`config.mk`:
```
export PLATFORM = sky130hd
export DESIGN_NAME = misc_pins
export DESIGN_NICKNAME = d
export VERILOG_FILES = /design/src/core/misc_pins_pkg.sv /design/src/core/aux_clock_gen.sv /design/src/core/misc_pins.sv
export VERILOG_INCLUDE_DIRS = /design/src /design/src/core
export SDC_FILE = /design/constraint.sdc
export NUM_CORES = 1
export LEC_CHECK = 0
export BUFFER_PORTS_ARGS = -buffer_cell sky130_fd_sc_hd__buf_2
export CAP_MARGIN = 40
export CORE_ASPECT_RATIO = 1.25
export CORE_MARGIN = 10
export CORE_UTILIZATION = 35
export DETAILED_ROUTE_END_ITERATION = 12
export SYNTH_ARGS = -nofsm -noshare
export SYNTH_HDL_FRONTEND = slang
export SYNTH_SLANG_ARGS = --single-unit
```
`constraint.sdc`:
```
create_clock -name mclk_in -period 5.87 [get_ports mclk_in]
set_clock_uncertainty 0.05 [all_clocks]
set_input_delay 0.8805 -clock mclk_in [delete_from_list [all_inputs] [get_ports mclk_in]]
set_output_delay 0.8805 -clock mclk_in [all_outputs]
set_load 0.02 [all_outputs]
```
`src/core/misc_pins_consts.svh`:
```
// Constants for the miscellaneous control and status pin logic.
// Assumes a single 100 MHz core clock; included by bare name.
`ifndef MISC_PINS_CONSTS_SVH
`define MISC_PINS_CONSTS_SVH

// ----------------------------------------------------------------
// Timing
// ----------------------------------------------------------------
`define CORE_CLK_MHZ        100
`define AUX_CLK_MHZ         16
`define AUX_ACC_W           8
`define AUX_ACC_STEP        (2 * `AUX_CLK_MHZ)
`define AUX_ACC_WRAP        `CORE_CLK_MHZ
`define STRAP_CAPTURE_CYC   2'h3

// ----------------------------------------------------------------
// Positions in the pin synchroniser vector
// ----------------------------------------------------------------
`define SYNC_W              16
`define SY_RST_POL          0
`define SY_MEM_SIZE         1
`define SY_LINK_POL         2
`define SY_PHY_OFF          3
`define SY_EMUL             4
`define SY_SHARED           5
`define SY_AUX_EN           6
`define SY_SYS_RST_N        7
`define SY_LINK0            8
`define SY_LINK1            9
`define SY_PDI_SCK          10
`define SY_PDI_MOSI         11
`define SY_PDI_CS_N         12
`define SY_IO_SCK           13
`define SY_IO_MOSI          14
`define SY_IO_CS_N          15

// ----------------------------------------------------------------
// Addresses and encodings
// ----------------------------------------------------------------
`define RESET_REG_ADDR      16'h0040
`define PHY_ADDRESS_OFFSET_ONE      5'h01
`define PHY_ADDRESS_OFFSET_ZERO     5'h00
`define ADDR_BYTES_SHORT    2'h1
`define ADDR_BYTES_LONG     2'h2
`define AL_STATE_RESET      4'h1
`define SYNC_RESET          16'h9080

`endif

```
`src/core/misc_pins_pkg.sv`:
```
// Types for the miscellaneous control and status pin logic.
// Assumes misc_pins_consts.svh sits on the include path.
`include "misc_pins_consts.svh"

package misc_pins_pkg;

	// State of the top module, less the auxiliary clock generator
	typedef struct packed {
		logic [`SYNC_W-1:0] sync1;
		logic [`SYNC_W-1:0] sync2;
		logic [1:0]         cap_cnt;
		logic               rst_pol;
		logic               mem_size;
		logic               link_pol;
		logic               phy_off;
		logic               emul;
		logic               shared;
		logic               rst_req;
		logic               rst_out;
		logic               boot_ok;
		logic               err_led;
		logic               up_led;
		logic               dn_led;
		logic [4:0]         phy_base;
		logic [1:0]         addr_bytes;
		logic               pdi_owns;
		logic [3:0]         al_state;
		logic               io_sck;
		logic               io_mosi;
		logic               io_cs_n;
		logic               io_wr;
		logic [7:0]         io_addr;
		logic [7:0]         io_data;
	} pins_state_t;

	// State of the auxiliary clock generator
	typedef struct packed {
		logic [`AUX_ACC_W-1:0] acc;
		logic                  clk;
	} aux_state_t;

endpackage

```
`src/core/aux_clock_gen.sv`:
```
// Auxiliary clock generator: fractional divider from the core clock.
// Assumes the enable arrives already synchronised to mclk_in.
`timescale 1ns/1ps

module aux_clock_gen
	import misc_pins_pkg::*;
(
	input  wire logic mclk_in,
	input  wire logic sys_rst_in,
	input  wire logic aux_clock_enable_in,
	output logic      aux_clock_out
);
	import misc_pins_pkg::*;

	aux_state_t state_r;
	aux_state_t state_nxt;

	// ------------------------------------------------------------
	// Phase accumulator
	// ------------------------------------------------------------
	// Average rate is exact; edges jitter by one core period since
	// 100 MHz is no integer multiple of 16 MHz.
	always_comb begin
		state_nxt = state_r;
		if (!aux_clock_enable_in) begin
			state_nxt.acc = '0;
			state_nxt.clk = 1'b0;
		end else if (state_r.acc + `AUX_ACC_W'(`AUX_ACC_STEP) >= `AUX_ACC_W'(`AUX_ACC_WRAP)) begin
			state_nxt.acc = state_r.acc + `AUX_ACC_W'(`AUX_ACC_STEP) - `AUX_ACC_W'(`AUX_ACC_WRAP);
			state_nxt.clk = ~state_r.clk;
		end else begin
			state_nxt.acc = state_r.acc + `AUX_ACC_W'(`AUX_ACC_STEP);
		end
	end

	// Register
	always_ff @(posedge mclk_in or posedge sys_rst_in) begin
		if (sys_rst_in) begin
			state_r <= '0;
		end else begin
			state_r <= state_nxt;
		end
	end

	assign aux_clock_out = state_r.clk;

	// ------------------------------------------------------------
	// Checks
	// ------------------------------------------------------------
	property p_aux_off;
		@(posedge mclk_in) disable iff (sys_rst_in)
		!aux_clock_enable_in |=> !aux_clock_out;
	endproperty
	a_aux_off: assert property (p_aux_off) else $error("aux clock runs while disabled");

	property p_aux_toggles;
		@(posedge mclk_in) disable iff (sys_rst_in)
		aux_clock_enable_in [*8] |-> !(aux_clock_out == $past(aux_clock_out)
			&& aux_clock_out == $past(aux_clock_out, 2) && aux_clock_out == $past(aux_clock_out, 3)
			&& aux_clock_out == $past(aux_clock_out, 4));
	endproperty
	a_aux_toggles: assert property (p_aux_toggles) else $error("aux clock stalled");

endmodule // aux_clock_gen

```
`src/core/misc_pins.sv`:
```
// Miscellaneous control and status pin logic of the slave controller.
// Assumes one core clock; strap, link, system reset, aux enable and serial pins are asynchronous to it.
`timescale 1ns/1ps

module misc_pins
	import misc_pins_pkg::*;
(
	input  wire logic        mclk_in,
	input  wire logic        sys_rst_in,
	input  wire logic        system_reset_n_in,
	input  wire logic        aux_clock_enable_in,
	output logic             aux_clock_out,
	input  wire logic        reset_request_polarity_in,
	output logic             reset_request_out,
	input  wire logic        master_write_in,
	input  wire logic [15:0] master_write_addr_in,
	input  wire logic        boot_load_done_in,
	output logic             boot_memory_loaded_out,
	input  wire logic        boot_memory_size_strap_in,
	output logic [1:0]       boot_addr_bytes_out,
	input  wire logic        error_in,
	output logic             error_led_out,
	input  wire logic        link_polarity_strap_in,
	input  wire logic        phy_link0_in,
	input  wire logic        phy_link1_in,
	output logic             upstream_link_led_out,
	output logic             downstream_link_led_out,
	input  wire logic        phy_address_offset_in,
	output logic [4:0]       phy_base_addr_out,
	input  wire logic        emulation_strap_in,
	output logic             pdi_owns_state_out,
	input  wire logic        al_request_valid_in,
	input  wire logic [3:0]  al_request_in,
	input  wire logic        pdi_state_write_in,
	input  wire logic [3:0]  pdi_state_data_in,
	output logic [3:0]       al_state_out,
	input  wire logic        shared_bus_strap_in,
	input  wire logic        pdi_sck_in,
	input  wire logic        pdi_mosi_in,
	input  wire logic        pdi_cs_n_in,
	input  wire logic        io_sck_in,
	input  wire logic        io_mosi_in,
	input  wire logic        io_cs_n_in,
	output logic             io_port_sck_out,
	output logic             io_port_mosi_out,
	output logic             io_port_cs_n_out,
	input  wire logic        io_map_enable_in,
	input  wire logic        pd_write_in,
	input  wire logic [7:0]  pd_addr_in,
	input  wire logic [7:0]  pd_data_in,
	output logic             io_reg_write_out,
	output logic [7:0]       io_reg_addr_out,
	output logic [7:0]       io_reg_data_out
);
	import misc_pins_pkg::*;

	// ------------------------------------------------------------
	// Reset image of the state
	// ------------------------------------------------------------
	// Reset request starts inactive for the default polarity 0, so
	// the pin reads high; LEDs start dark, selects idle.
	localparam pins_state_t RESET_STATE = '{
		sync1:      `SYNC_RESET,
		sync2:      `SYNC_RESET,
		cap_cnt:    2'h0,
		rst_pol:    1'b0,
		mem_size:   1'b0,
		link_pol:   1'b0,
		phy_off:    1'b0,
		emul:       1'b0,
		shared:     1'b0,
		rst_req:    1'b0,
		rst_out:    1'b1,
		boot_ok:    1'b0,
		err_led:    1'b1,
		up_led:     1'b0,
		dn_led:     1'b0,
		phy_base:   `PHY_ADDRESS_OFFSET_ZERO,
		addr_bytes: `ADDR_BYTES_SHORT,
		pdi_owns:   1'b1,
		al_state:   `AL_STATE_RESET,
		io_sck:     1'b0,
		io_mosi:    1'b0,
		io_cs_n:    1'b1,
		io_wr:      1'b0,
		io_addr:    8'h00,
		io_data:    8'h00
	};

	pins_state_t state_r;
	pins_state_t state_nxt;

	logic [`SYNC_W-1:0] pins_raw;
	logic               soft_rst;
	logic               capture;

	// Apply a strap-selected polarity to a link indicator
	function automatic logic link_level(input logic raw, input logic active_high);
		link_level = active_high ? raw : ~raw;
	endfunction

	// ------------------------------------------------------------
	// Pin collection
	// ------------------------------------------------------------
	always_comb begin
		pins_raw                  = '0;
		pins_raw[`SY_RST_POL]     = reset_request_polarity_in;
		pins_raw[`SY_MEM_SIZE]    = boot_memory_size_strap_in;
		pins_raw[`SY_LINK_POL]    = link_polarity_strap_in;
		pins_raw[`SY_PHY_OFF]     = phy_address_offset_in;
		pins_raw[`SY_EMUL]        = emulation_strap_in;
		pins_raw[`SY_SHARED]      = shared_bus_strap_in;
		pins_raw[`SY_AUX_EN]      = aux_clock_enable_in;
		pins_raw[`SY_SYS_RST_N]   = system_reset_n_in;
		pins_raw[`SY_LINK0]       = phy_link0_in;
		pins_raw[`SY_LINK1]       = phy_link1_in;
		pins_raw[`SY_PDI_SCK]     = pdi_sck_in;
		pins_raw[`SY_PDI_MOSI]    = pdi_mosi_in;
		pins_raw[`SY_PDI_CS_N]    = pdi_cs_n_in;
		pins_raw[`SY_IO_SCK]      = io_sck_in;
		pins_raw[`SY_IO_MOSI]     = io_mosi_in;
		pins_raw[`SY_IO_CS_N]     = io_cs_n_in;
	end

	// Only the second stage is ever read
	assign soft_rst = ~state_r.sync2[`SY_SYS_RST_N];
	assign capture  = soft_rst || (state_r.cap_cnt != `STRAP_CAPTURE_CYC);

	// ------------------------------------------------------------
	// Next state
	// ------------------------------------------------------------
	always_comb begin
		state_nxt       = state_r;
		state_nxt.sync1 = pins_raw;
		state_nxt.sync2 = state_r.sync1;

		// Straps follow the pins while in reset, then freeze
		if (state_r.cap_cnt != `STRAP_CAPTURE_CYC) begin
			state_nxt.cap_cnt = state_r.cap_cnt + 2'h1;
		end
		if (capture) begin
			state_nxt.rst_pol  = state_r.sync2[`SY_RST_POL];
			state_nxt.mem_size = state_r.sync2[`SY_MEM_SIZE];
			state_nxt.link_pol = state_r.sync2[`SY_LINK_POL];
			state_nxt.phy_off  = state_r.sync2[`SY_PHY_OFF];
			state_nxt.emul     = state_r.sync2[`SY_EMUL];
			state_nxt.shared   = state_r.sync2[`SY_SHARED];
		end

		// Reset request: set by a master write, cleared by the looped reset
		if (soft_rst) begin
			state_nxt.rst_req  = 1'b0;
			state_nxt.boot_ok  = 1'b0;
			state_nxt.al_state = `AL_STATE_RESET;
		end else begin
			if (master_write_in && master_write_addr_in == `RESET_REG_ADDR) begin
				state_nxt.rst_req = 1'b1;
			end
			if (boot_load_done_in) begin
				state_nxt.boot_ok = 1'b1;
			end
			// Master requests go straight to state only in emulation
			if (state_r.emul && al_request_valid_in) begin
				state_nxt.al_state = al_request_in;
			end else if (!state_r.emul && pdi_state_write_in) begin
				state_nxt.al_state = pdi_state_data_in;
			end
		end
		state_nxt.rst_out = state_r.rst_pol ? state_r.rst_req : ~state_r.rst_req;

		// Protocol and addressing options from the straps
		state_nxt.addr_bytes = state_r.mem_size ? `ADDR_BYTES_LONG : `ADDR_BYTES_SHORT;
		state_nxt.phy_base   = state_r.phy_off ? `PHY_ADDRESS_OFFSET_ONE : `PHY_ADDRESS_OFFSET_ZERO;
		// Process data port keeps access in emulation, but not state control
		state_nxt.pdi_owns   = ~state_r.emul;

		// LEDs
		state_nxt.err_led = ~error_in;
		state_nxt.up_led  = link_level(state_r.sync2[`SY_LINK0], state_r.link_pol);
		state_nxt.dn_led  = link_level(state_r.sync2[`SY_LINK1], state_r.link_pol);

		// I/O block port: own pins, or the process data bus with own select
		if (state_r.shared) begin
			state_nxt.io_sck  = state_r.sync2[`SY_PDI_SCK];
			state_nxt.io_mosi = state_r.sync2[`SY_PDI_MOSI];
		end else begin
			state_nxt.io_sck  = state_r.sync2[`SY_IO_SCK];
			state_nxt.io_mosi = state_r.sync2[`SY_IO_MOSI];
		end
		state_nxt.io_cs_n = state_r.sync2[`SY_IO_CS_N];

		// Process data writes routed to the I/O block when mapped
		state_nxt.io_wr = io_map_enable_in && pd_write_in;
		if (io_map_enable_in && pd_write_in) begin
			state_nxt.io_addr = pd_addr_in;
			state_nxt.io_data = pd_data_in;
		end
	end

	// ------------------------------------------------------------
	// State register
	// ------------------------------------------------------------
	// Core clock is the reference clock shared with the PHYs
	always_ff @(posedge mclk_in or posedge sys_rst_in) begin
		if (sys_rst_in) begin
			state_r <= RESET_STATE;
		end else begin
			state_r <= state_nxt;
		end
	end

	// ------------------------------------------------------------
	// Auxiliary clock
	// ------------------------------------------------------------
	aux_clock_gen u_aux (
		.mclk_in             (mclk_in),
		.sys_rst_in          (sys_rst_in),
		.aux_clock_enable_in (state_r.sync2[`SY_AUX_EN]),
		.aux_clock_out       (aux_clock_out)
	);

	// ------------------------------------------------------------
	// Outputs
	// ------------------------------------------------------------
	assign reset_request_out       = state_r.rst_out;
	assign boot_memory_loaded_out  = state_r.boot_ok;
	assign boot_addr_bytes_out     = state_r.addr_bytes;
	assign error_led_out           = state_r.err_led;
	assign upstream_link_led_out   = state_r.up_led;
	assign downstream_link_led_out = state_r.dn_led;
	assign phy_base_addr_out       = state_r.phy_base;
	assign pdi_owns_state_out      = state_r.pdi_owns;
	assign al_state_out            = state_r.al_state;
	assign io_port_sck_out         = state_r.io_sck;
	assign io_port_mosi_out        = state_r.io_mosi;
	assign io_port_cs_n_out        = state_r.io_cs_n;
	assign io_reg_write_out        = state_r.io_wr;
	assign io_reg_addr_out         = state_r.io_addr;
	assign io_reg_data_out         = state_r.io_data;

	// ------------------------------------------------------------
	// Checks
	// ------------------------------------------------------------
	property p_rst_assert;
		@(posedge mclk_in) disable iff (sys_rst_in)
		(master_write_in && master_write_addr_in == `RESET_REG_ADDR && !soft_rst)
			|=> ##1 (reset_request_out == $past(state_r.rst_pol));
	endproperty
	a_rst_assert: assert property (p_rst_assert) else $error("reset request not raised");

	property p_rst_pol;
		@(posedge mclk_in) disable iff (sys_rst_in)
		##1 reset_request_out == ($past(state_r.rst_pol) ~^ $past(state_r.rst_req));
	endproperty
	a_rst_pol: assert property (p_rst_pol) else $error("reset request polarity wrong");

	property p_rst_clear;
		@(posedge mclk_in) disable iff (sys_rst_in)
		soft_rst [*3] |-> reset_request_out == ~$past(state_r.rst_pol);
	endproperty
	a_rst_clear: assert property (p_rst_clear) else $error("reset request not cleared");

	property p_boot_ok;
		@(posedge mclk_in) disable iff (sys_rst_in)
		(boot_load_done_in && !soft_rst) |=> boot_memory_loaded_out;
	endproperty
	a_boot_ok: assert property (p_boot_ok) else $error("boot status not set");

	property p_boot_clr;
		@(posedge mclk_in) disable iff (sys_rst_in)
		soft_rst |=> !boot_memory_loaded_out;
	endproperty
	a_boot_clr: assert property (p_boot_clr) else $error("boot status kept over reset");

	property p_err_led;
		@(posedge mclk_in) disable iff (sys_rst_in)
		error_in |=> !error_led_out;
	endproperty
	a_err_led: assert property (p_err_led) else $error("error led not lit low");

	property p_link_led;
		@(posedge mclk_in) disable iff (sys_rst_in)
		(state_r.link_pol && state_r.sync2[`SY_LINK0]) |=> upstream_link_led_out;
	endproperty
	a_link_led: assert property (p_link_led) else $error("link led not lit high");

	property p_addr_bytes;
		@(posedge mclk_in) disable iff (sys_rst_in)
		state_r.mem_size [*2] |-> boot_addr_bytes_out == `ADDR_BYTES_LONG;
	endproperty
	a_addr_bytes: assert property (p_addr_bytes) else $error("long address not used");

	property p_phy_zero;
		@(posedge mclk_in) disable iff (sys_rst_in)
		!state_r.phy_off |=> phy_base_addr_out == `PHY_ADDRESS_OFFSET_ZERO;
	endproperty
	a_phy_zero: assert property (p_phy_zero) else $error("phy_address_offset not zero");

	property p_emul_req;
		@(posedge mclk_in) disable iff (sys_rst_in)
		(state_r.emul && al_request_valid_in && !soft_rst) |=> al_state_out == $past(al_request_in);
	endproperty
	a_emul_req: assert property (p_emul_req) else $error("emulated request not applied");

	property p_pdi_owns;
		@(posedge mclk_in) disable iff (sys_rst_in)
		!state_r.emul |=> pdi_owns_state_out;
	endproperty
	a_pdi_owns: assert property (p_pdi_owns) else $error("process data port lost control");

	property p_sep_bus;
		@(posedge mclk_in) disable iff (sys_rst_in)
		!state_r.shared |=> io_port_sck_out == $past(state_r.sync2[`SY_IO_SCK]);
	endproperty
	a_sep_bus: assert property (p_sep_bus) else $error("io port not on own pins");

	property p_straps_hold;
		@(posedge mclk_in) disable iff (sys_rst_in)
		!capture |=> $stable(state_r.emul) && $stable(state_r.rst_pol);
	endproperty
	a_straps_hold: assert property (p_straps_hold) else $error("strap changed outside reset");

endmodule // misc_pins

```
After elaboration in Yosys (flattened, before gate mapping):

Cells that the tools add are included.

* word-level logic and storage cells: 66
* bits in registers: 83
* bits of input ports: 65

* $add $sub $neg: 3
* magnitude comparators: 1
* bitwise gates (word level): 7
* muxes and demuxes: 16
* equality and inequality tests: 6
* reductions and logical operators: 6

Operators with widths (number)
* 16-bit by 7-bit equality test with 1-bit output (second input constant): 1
* 4-bit two-way mux: 3
* 1-bit two-way mux: 9
* 9-bit two-way mux: 1
* 8-bit by 6-bit adder with 8-bit output (second input constant): 1
* 8-bit by 7-bit >= comparator with 1-bit output (second input constant): 1
* 8-bit two-way mux: 1
* 8-bit by 7-bit subtractor with 8-bit output (second input constant): 1
* 1-bit NOT: 7
* 1-bit logical AND: 4
* 2-bit two-way mux: 2
* 2-bit by 1-bit inequality test with 1-bit output (second input constant): 2
* 2-bit inequality test (second input constant): 2
* 3-bit by 1-bit inequality test with 1-bit output (second input constant): 1
* 2-bit by 1-bit adder with 2-bit output (second input constant): 1
* 1-bit zero test: 1
* 1-bit logical OR: 1

Longest topological paths before layout:

Gate-level depths: netlist of the first run.

* depth after elaboration: 5
* gate-level depth with buffers: 5

By module:

From an unflattened synthesis of the first run, not the netlist that was laid out.

* cell total of the unflattened synthesis: 217
* area, all modules: 3032.9 µm²

By module, submodules not included
* misc_pins: cells each 171, instances 1, area an instance 2568.7 µm², seq. area each 1814.2 µm²
* aux_clock_gen: cells each 46, instances 1, area an instance 464.2 µm², seq. area each 175.2 µm²

Least setup slack after synthesis of the first run:

No wires, ideal clock.

* path type: input to register
* from: in io_map_enable_in
* to: reg state_r, in the netlist io_reg_addr_out[2]
* setup time: 0.125 ns
* data arrival time: 1.659 ns
* cell stages on the path: 3
* slack: 4.037 ns
* cell sequence: nand2_1 -> buf_2 -> mux2_2

* word-level cells in the longest chain between the ends: 1

RTL lines
* start: declaration: RTL line misc_pins.sv:47 `input wire logic io_map_enable_in,`
* 1-bit logical AND: RTL line misc_pins.sv:194 `if (io_map_enable_in && pd_write_in) begin`
* end signal: assignment: RTL line misc_pins.sv:208 `state_r <= state_nxt;`
* end: declaration: RTL line misc_pins.sv:90 `pins_state_t state_r;`

Every way passes these cells.
A chain may end at the register's enable or synchronous reset.

Final worst setup path of the first run:

* from: reg state_r, in the netlist al_state_out[0]
* to: out al_state_out[0]

RTL lines
* end: declaration: RTL line misc_pins.sv:36 `output logic [3:0] al_state_out,`

No word-level cell between the ends.

==> results.ini, run 1 <==
[clocking]
hold_buffers=0
ctsHtreeMaxLevel=3
insertion_delay_ps=340
cts_resized=0
cts_sinks=79
clk_pin_slew_ps=80
postCtsSetupBuffers=0
numCtsBuffers=9
cts_tree=done
cts_buffer_depth=2
root_buffer=clkbuf_8

[placement]
postPlaceCellArea_mm2=0.00345
post-dp-hpwl_um=4290
place_congestion=0.727
pre_cts_ws_ps=3780
port-buffer-count=97

[setup_path]
reg2reg_to=u_aux.state_r[6]$_DFF_PP0_
cp-end-kind=primary output
path_class=reg2out
cp_top_family=flip-flops
r2r_start=u_aux.state_r[6]$_DFF_PP0_
crit_fanout=2
r2r_cells=5
required_ps=4940
crit_buf_inv=1
cpMaxStageDelayCell=dfstp_2
crit_arrival_ps=1030
max_stage_delay_ps=540
path_cells=buf_2
startpoint_type=flip-flop
r2r_slack_ps=4110

[sta]
fin_tns_setup_ps=0
fin_crit_ps=1970
final_max_slew_viol_count=0
worstMarginPinSlew_ps=656
slew_headroom_pct=56.2
layout_setup_ws_ps=3900
fmax_ghz=0.509
grt_setup_unrepaired=false
hold_ws_ps=302
finalSetupViolCount=0
fin_crit_sh_pct=33.5
hold_violations=0

[synth]
yosys-top-cells-area=dfrtp_1 57%, mux2_2 9.0%, dfstp_2 8.7%, buf_4 6.7%, ha_1 2.1%
ys.flop_type=dfrtp_1
yosysUniqueCellTypes=35
synth_compound_area_share_pct=4.62
synth_top_area_cell=dfrtp_1
synthArstFlopShare_pct=100
synth_edf_count=0
synth_cells=216
yosys_register_bits=79
avgSynthCellArea_um2=13.9
yosys.area_share.simple_pct=6.74
synth_common_cells=69 x dfrtp_1, 27 x buf_4, 24 x mux2_2
synth_mux_area_share_pct=9.98
synth_fa_ha_area_share_pct=2.08
synth_seq_area_share_pct=66.1
synth_top_family_by_area=multiplexers
synth_top_area_share_pct=57.4
synth_most_common_cell=dfrtp_1
yosysWarnings=0
synth_area_mm2=0.00301
synth-xor-area-share_pct=2.00

[power_and_ir_drop]
switching_share_pct=26.2
p_clk_share_pct=35.9
power.density_mw_per_mm2=388
fin_total_pwr_mw=1.44
ir_drop_mv=0.138
comb_power_share_pct=19.3
power_frac_seq_pct=44.7
p_leak_nw=1.82
p_switching_uw=377
p_int_mw=1.06

[routing]
dr.pass1.iters=4
initialDrtViolationCount=19
ant_nets=0
vias=1739
wirelength_um=5620
drc=0
viasPerCell=4.34
post_drt_wl_per_cell_um=14.0

[min_path]
worstHoldStart=state_nxt[55]$_DFF_PP0_
hold-path-cell-count=0
min_path_type=reg2reg
min_to=state_r[55]$_DFF_PP0_

[global_routing]
grt_start_max_net_pins=53
antenna_found_initial=0
grt_pass1_vias=1919
grtUsageTotal_pct=8.87
grt_pass1_wl_um=9010
grt_overflow=0

[final_layout]
nNetsFinal=369
diodes=0
finalInstanceArea_mm2=0.00371
drive_gt1_share_pct=50.0
nFillCells=778
area_delta_synth_final_pct=23.2

[floorplanning]
die_w_um=103
rows=37
die_height_um=124
die_area_mm2=0.0127
core_mm2=0.00829
ios=103
initial_core_util_pct=36.3

[job]
drv_cap=0

[run_status]
status=finished, final reports clean

==> cells in the final DEF (no fill, tap or decap), drive strengths merged <==
| master | Yosys | routed |
|---|---|---|
| a21bo | 1 | 1 |
| nand2 | 15 | 15 |
| ha | 5 | 5 |
| conb | 1 | 4 |
| and3 | 1 | 1 |
| a311oi | 3 | 3 |
| buf | 29 | 99 |
| xor2 | 1 | 1 |
| o31ai | 1 | 1 |
| o21a | 2 | 2 |
| inv | 9 | 9 |
| xnor2 | 5 | 5 |
| nand3 | 7 | 7 |
| nor2 | 7 | 7 |
| o211a | 1 | 1 |
| o22ai | 1 | 1 |
| dfrtp | 69 | 69 |
| nand2b | 3 | 3 |
| nor4 | 3 | 3 |
| o21ai | 5 | 5 |
| clkbuf | 1 | 11 |
| nor3 | 1 | 1 |
| a21oi | 2 | 2 |
| mux2i | 3 | 3 |
| bufinv | 0 | 4 |
| nor3b | 1 | 1 |
| and4 | 1 | 1 |
| mux2 | 24 | 24 |
| clkinv | 0 | 1 |
| or3b | 1 | 1 |
| dfstp | 10 | 10 |
| o311a | 1 | 1 |
| o211ai | 1 | 1 |
| nor4b | 1 | 1 |
==> stage by stage <==
stage               cells  util, %
floorplan             219        -
global placement      384     41.3
detailed placement    385     41.6
CTS                   401     44.7
global route          401     44.7
finish                401     44.7
==> worst max path at each step <==
stage | start | end | cells after the start
floorplan | sys_rst_in | al_state_out[1]$_DFFE_PP0P_ | 1
global placement | io_map_enable_in | io_reg_data_out[7]$_DFFE_PP0P_ | 3
detailed placement | io_map_enable_in | io_reg_addr_out[0]$_DFFE_PP0P_ | 3
CTS | al_state_out[0]$_DFFE_PP1P_ | al_state_out[0] | 1
global route | al_state_out[0]$_DFFE_PP1P_ | al_state_out[0] | 1
finish | al_state_out[0]$_DFFE_PP1P_ | al_state_out[0] | 1
==> sequential cells by signal (all words and copies together), names as in the netlist, 2 cells and up <==
signal,cells
state_r,23
state_nxt,16
io_reg_addr_out,8
io_reg_data_out,8
u_aux.state_r,6
al_state_out,4
boot_addr_bytes_out,2
==> power groups by stage <==
stage               clock network, mW  logic (mW)  registers (mW)
floorplan                           0       0.225           0.655
global placement                    0       0.275           0.652
detailed placement                  0       0.285           0.654
CTS                             0.536       0.285           0.644
global route                    0.558       0.309           0.653
finish                          0.517       0.278           0.643
==> final cells by class <==
type | instances | area (um^2) | share of cell area, %
repair buffers | 99 | 520 | 14.0
multi-input cells | 101 | 779 | 21.0
clock inverters | 5 | 129 | 3.48
flip-flops and latches | 79 | 1990 | 53.7
inverters | 9 | 35.0 | 0.945
clock buffers | 11 | 131 | 3.54
well taps | 97 | 121 | 3.27
==> routing by layer <==
layer / track usage (%) / up-vias / part of all wire, %
met5: 0 / - / 0
met4: 4.97 / 0 / 0.68
met3: 3.43 / 4 / 8.0
met2: 13.8 / 52 / 52
met1: 10.3 / 825 / 39
li1: - / 858 / -
==> logic make-up after synthesis <==
group / after synthesis
XOR/XNOR: 6
adder cells (fa/ha/maj): 5
AND/OR/NAND/NOR: 41
AO/OA/AOI/OAI: 18
multiplexers: 27
other: 1
flip-flops: 79
buffers and inverters: 39
(Power assumes the default switching activity.)
==> run 2, diff against run 1 <==
==> constraint.sdc (replaced) <==
create_clock -name mclk_in -period 1.6 [get_ports mclk_in]
set_clock_uncertainty 0.05 [all_clocks]
set_input_delay 0.24 -clock mclk_in [delete_from_list [all_inputs] [get_ports mclk_in]]
set_output_delay 0.24 -clock mclk_in [all_outputs]
set_load 0.02 [all_outputs]
==> run 2 against run 1 <==
- the flow now finishes with violations (negative setup slack)
- first-iteration DRC count increased to 2.7 times the previous value
- combinational power increased to 4.5 times the previous value
- final cell count is 7.0% higher
- clock power grew to 3.2 times the previous value
- count of clock-buffer cells in the layout unchanged
- critical endpoint is now u_aux.state_r[4]$_DFFE_PP0P_
- largest cell class unchanged
- largest power group unchanged
==> results.ini, run 2 (synthesis results as in run 1) <==
[run_status]
status=complete, but fails checks
violations=negative setup slack

[sta]
final_max_slew_viol_count=0  ; unchanged
slew_headroom_pct=65.3  ; +9.1 points
hold_violations=0  ; unchanged
grt_setup_unrepaired=true
fmax_ghz=0.623
fin_crit_ps=1600
worstMarginPinSlew_ps=520  ; -136 ps
fin_crit_sh_pct=100
finalSetupViolCount=2  ; +2
layout_setup_ws_ps=-4.97  ; -3910 ps

[min_path]
worstHoldStart=boot_load_done_in
min_path_type=in2reg
min_to=boot_memory_loaded_out$_DFFE_PP0P_
hold-path-cell-count=3  ; +3

[final_layout]
final_cell_mix=97 x buf_2, 69 x dfrtp_1, 24 x mux2_2
fin_util_pct=48.0  ; +3.3 points
finalInstanceArea_mm2=0.00398  ; +7.4%
regMostFlops=state_r
nNetsFinal=397  ; +7.6%
largest_reg_flops=23  ; unchanged
drive_gt1_share_pct=51.2  ; +1.2 points
layout_commonest_cell=buf_2
area_delta_synth_final_pct=32.3
diodes=0  ; unchanged

[routing]
drc=0  ; unchanged
viasPerCell=4.39  ; +1.3%
vias=1885  ; +8.4%
wirelength_um=6000  ; +6.7%
initialDrtViolationCount=51  ; +32
post_drt_wl_per_cell_um=14.0  ; -0.27%
ant_nets=0  ; unchanged
dr.pass1.iters=4  ; unchanged

[placement]
postPlaceCellArea_mm2=0.00354  ; +2.8%
pre_cts_ws_ps=-29.1  ; -3810 ps
port-buffer-count=97  ; unchanged
post-dp-hpwl_um=4550  ; +6.2%
place_congestion=0.699  ; -3.8%

[clocking]
cts_buffer_depth=2  ; unchanged
ctsHtreeMaxLevel=3  ; unchanged
numCtsBuffers=9  ; unchanged
insertion_delay_ps=330  ; about the same
root_buffer=clkbuf_8
clk_pin_slew_ps=80  ; about the same
cts_tree=done
cts_sinks=79  ; unchanged

[floorplanning]
ios=103  ; unchanged
die_height_um=124  ; unchanged
initial_core_util_pct=36.3  ; unchanged
die_w_um=103  ; unchanged
rows=37  ; unchanged
die_area_mm2=0.0127  ; unchanged
core_mm2=0.00829  ; unchanged

[global_routing]
antenna_found_initial=0  ; unchanged
grt_overflow=0  ; unchanged
grt_pass1_wl_um=9560  ; +6.0%
grt_start_max_net_pins=24  ; -55%
grtUsageTotal_pct=9.54  ; +0.67 points
grt_pass1_vias=2123  ; +11%

[power_and_ir_drop]
p_leak_nw=1.93  ; +6.1%
p_switching_mw=1.45  ; +280%
power.density_mw_per_mm2=1320  ; +240%
comb_power_share_pct=24.0  ; +4.7 points
ir_drop_mv=0.669  ; +390%
switching_share_pct=27.5  ; +1.2 points
fin_total_pwr_mw=5.26  ; +270%
power_frac_seq_pct=44.7  ; about the same
p_clk_share_pct=31.2  ; -4.7 points
p_int_mw=3.81  ; +260%

[job]
drv_cap=0  ; unchanged

[setup_path]
cp-end-kind=flip-flop
startpoint_type=flip-flop
crit_fanout=4  ; +2
crit_arrival_ps=1810  ; +780 ps
r2r_slack_ps=-5  ; -4110 ps
path_class=reg2reg
cp-startpoint=u_aux.state_r[3]$_DFFE_PP0P_
r2r_start=u_aux.state_r[3]$_DFFE_PP0P_
r2r_cells=5  ; unchanged
required_ps=1810  ; -3130 ps
reg2reg_to=u_aux.state_r[4]$_DFFE_PP0P_

[run 2: timing repair]
action	4_1_cts	5_1_grt
pin swaps	2	3
endpoints found under the setup margin	4	4
resized for setup	0	6
hold buffers	17	0
endpoints found under the hold margin	30	0
buffers inserted	1	0
[run 2: power by group through the flow]
| stage | logic [mW] | clock network, mW | registers [mW] |
|---|---|---|---|
| finish | 1.26 | 1.64 | 2.35 |
| global route | 1.39 | 1.79 | 2.39 |
| CTS | 1.24 | 1.71 | 2.35 |
| detailed placement | 1.20 | 0 | 2.38 |
| global placement | 1.17 | 0 | 2.37 |
| floorplan | 0.832 | 0 | 2.40 |
[run 2: worst max-delay path by stage]
stage,end,depth (start not counted)
floorplan,u_aux.aux_clock_out$_DFFE_PP0P_,5
global placement,u_aux.aux_clock_out$_DFFE_PP0P_,5
detailed placement,u_aux.state_r[4]$_DFFE_PP0P_,5
CTS,u_aux.state_r[4]$_DFFE_PP0P_,5
global route,u_aux.aux_clock_out$_DFFE_PP0P_,5
finish,u_aux.state_r[4]$_DFFE_PP0P_,5
[run 2: area by class of cell]
type | count | area (um^2)
clock buffer | 11 | 151
clock inverter | 5 | 80.1
fill | 747 | 4310
inverter | 9 | 37.5
multi-input combinational | 101 | 808
sequential | 79 | 1990
tap | 97 | 121
timing repair buffer | 127 | 791
[run 2: worst max-delay path, cell delays in order (launching register included)]
cell and delay [ps]:
dfrtp_1 420, inv_2 100, ha_4 130, or3b_4 390, a21oi_4 230, mux2i_1 210
[run 2: metal layers]
layer	vias up	GRT usage, %	wire, um
li1	915	-	-
met1	909	9.71	2180
met2	54	15.8	3160
met3	7	4.82	545
met4	0	4.97	105
met5	-	0	0
[run 2: through the flow]
step	TNS [ps]	std cells	hold slack (ps)
final	-6.31	429	69.3
after floorplan	0	219	194
after CTS	-61.6	429	46.0
after global routing	-265	429	55.4
after global placement	0	395	252
after detailed placement	-81.2	395	259
==> run 3, diff against run 2 <==
--- a/config.mk
+++ b/config.mk
@@ -7,7 +7,6 @@
 export NUM_CORES = 1
 export LEC_CHECK = 0
 export BUFFER_PORTS_ARGS = -buffer_cell sky130_fd_sc_hd__buf_2
-export CAP_MARGIN = 40
 export CORE_ASPECT_RATIO = 1.25
 export CORE_MARGIN = 10
 export CORE_UTILIZATION = 35
==> constraint.sdc (replaced) <==
create_clock -name mclk_in -period 2 [get_ports mclk_in]
set_clock_uncertainty 0.05 [all_clocks]
set_input_delay 0.3 -clock mclk_in [delete_from_list [all_inputs] [get_ports mclk_in]]
set_output_delay 0.3 -clock mclk_in [all_outputs]
set_load 0.02 [all_outputs]
==> run 3 against run 2 <==
- the run now ends clean
- setup slack gained 210 ps
- fmax fell by 11%
- cell area down 5.0%
- critical path depth stayed put
- power down 28%
- first-iteration DRC count decreased by 57%
- via count shrank 3.5%
- core utilization decreased by 2.4 points
- die area did not move
- largest cell class unchanged
==> results.ini, run 3 (synthesis results as in run 1) <==
[run_status]
status=finished, final reports clean

[floorplanning]
die_area_mm2=0.0127  ; unchanged
rows=37  ; unchanged
initial_core_util_pct=36.3  ; unchanged
die_height_um=124  ; unchanged
core_mm2=0.00829  ; unchanged
ios=103  ; unchanged
die_w_um=103  ; unchanged

[job]
drv_cap=0  ; unchanged

[placement]
post-dp-hpwl_um=4370  ; -4.0%
place_congestion=0.712  ; +1.9%
pre_cts_ws_ps=220  ; +249 ps
port-buffer-count=97  ; unchanged

[sta]
finalSetupViolCount=0  ; -2
final_max_slew_viol_count=0  ; unchanged
fin_crit_ps=1790  ; +189 ps
fmax_ghz=0.557  ; -11%
grt_setup_unrepaired=false
fin_tns_setup_ps=0  ; +6.31 ps
layout_setup_ws_ps=206  ; +211 ps
hold_violations=0  ; unchanged
fin_crit_sh_pct=89.7  ; -11 points

[routing]
drc=0  ; unchanged
dr.max_layer_used=met4
wirelength_um=5840  ; -2.6%
wl_met3_um=407  ; -25%
dr.pass1.iters=4  ; unchanged
wl_met1_um=2330  ; +6.9%
initialDrtViolationCount=22  ; -57%
vias=1819  ; -3.5%
met2WireLength_um=3050  ; -3.6%
post_drt_wl_per_cell_um=14.0  ; +0.25%
viasPerCell=4.36  ; -0.72%
ant_nets=0  ; unchanged

[clocking]
cts_buffer_depth=2  ; unchanged
ctsHtreeMaxLevel=3  ; unchanged
cts_tree=done
hold_buffers=13  ; -4
insertion_delay_ps=340  ; about the same
root_buffer=clkbuf_8
postCtsSetupBuffers=0  ; -1
cts_sinks=79  ; unchanged
cts_resized=0  ; unchanged
numCtsBuffers=9  ; unchanged
clk_pin_slew_ps=80  ; about the same

[final_layout]
diodes=0  ; unchanged
nFillCells=769  ; +2.9%
largest_reg_flops=23  ; unchanged
final_cell_mix=97 x buf_2, 69 x dfrtp_1, 24 x mux2_2
layout_commonest_cell=buf_2
area_delta_synth_final_pct=25.7
drive_gt1_share_pct=48.1  ; -3.1 points
multi_input_area_um2=779  ; -3.6%
regArea_mm2=0.00199  ; unchanged
regMostFlops=state_r
nNetsFinal=385  ; -3.0%

[global_routing]
grt_pass1_vias=2021  ; -4.8%
grt_pass1_wl_um=9410  ; -1.5%
grt_overflow=0  ; unchanged
antenna_found_initial=0  ; unchanged
grtUsageTotal_pct=9.33  ; -0.22 points
grt_start_max_net_pins=52  ; +120%

[power_and_ir_drop]
comb_power_share_pct=22.3  ; -1.7 points
p_int_mw=2.66  ; -30%
ir_drop_mv=0.381  ; -43%
p_switching_mw=1.13  ; -22%
p_clk_share_pct=27.9  ; -3.3 points
power_frac_seq_pct=49.8  ; +5.1 points
switching_share_pct=29.9  ; +2.4 points
power.density_mw_per_mm2=1000  ; -24%
p_leak_nw=1.83  ; -4.8%

[setup_path]
r2r_cells=5  ; unchanged
crit_arrival_ps=1960  ; +150 ps
startpoint_type=flip-flop
reg2reg_to=u_aux.state_r[6]$_DFF_PP0_
cp-end-kind=flip-flop
r2r_slack_ps=210  ; +210 ps
r2r_start=u_aux.state_r[6]$_DFF_PP0_
path_class=reg2reg
required_ps=2170  ; +360 ps
crit_fanout=6  ; +2

[min_path]
worstHoldStart=aux_clock_enable_in
min_to=state_nxt[52]$_DFF_PP0_
hold-path-cell-count=1  ; -2
min_path_type=in2reg

run 3: final cells by class:
cell class / instances / share of cell area [%]
inverters: 9 / 0.993
repair buffers: 115 / 17.7
multi-input cells: 101 / 20.6
clock buffers: 11 / 3.74
clock inverters: 5 / 1.09
flip-flops and latches: 79 / 52.6
well taps: 97 / 3.21
run 3: worst max-delay path by stage:
stage	start	end
floorplan	u_aux.state_r[6]$_DFF_PP0_	u_aux.state_r[6]$_DFF_PP0_
global placement	u_aux.state_r[6]$_DFF_PP0_	u_aux.state_r[6]$_DFF_PP0_
detailed placement	u_aux.state_r[6]$_DFF_PP0_	u_aux.state_r[6]$_DFF_PP0_
CTS	u_aux.state_r[6]$_DFF_PP0_	u_aux.state_r[6]$_DFF_PP0_
global route	u_aux.state_r[6]$_DFF_PP0_	u_aux.state_r[6]$_DFF_PP0_
finish	u_aux.state_r[6]$_DFF_PP0_	u_aux.state_r[6]$_DFF_PP0_
run 3: power by group through the flow:
stage,clock [mW],sequential (mW),combinational [mW]
2_1_floorplan,0,1.92,0.660
3_3_place_gp,0,1.91,0.813
3_5_place_dp,0,1.92,0.836
4_1_cts,1.12,1.89,0.857
5_1_grt,1.20,1.92,0.938
6_report,1.06,1.89,0.847
run 3: through the flow:
| stage | cell area (um^2) | total power, mW | utilization [%] | hold WS, ps | instances |
|---|---|---|---|---|---|
| 2_1_floorplan | 3020 | 2.58 | - | 254 | 219 |
| 3_3_place_gp | 3450 | 2.73 | 41.6 | 285 | 386 |
| 3_5_place_dp | 3450 | 2.76 | 41.6 | 285 | 386 |
| 4_1_cts | 3760 | 3.87 | 45.4 | 0.0113 | 415 |
| 5_1_grt | 3780 | 4.05 | 45.6 | 1.80 | 417 |
| 6_report | 3780 | 3.80 | 45.6 | 25.6 | 417 |
run 3: worst max-delay path, stage by stage, from the launching register on:
cell and delay, ps:
dfrtp_1 440, inv_1 110, ha_1 350, nor2_1 270, a21oi_4 130, o311a_1 340
run 3: layer usage:
metal,track usage [%],vias up
li1,-,891
met5,0,-
met3,4.27,2
met1,10.5,868
met4,3.92,0
met2,15.0,58
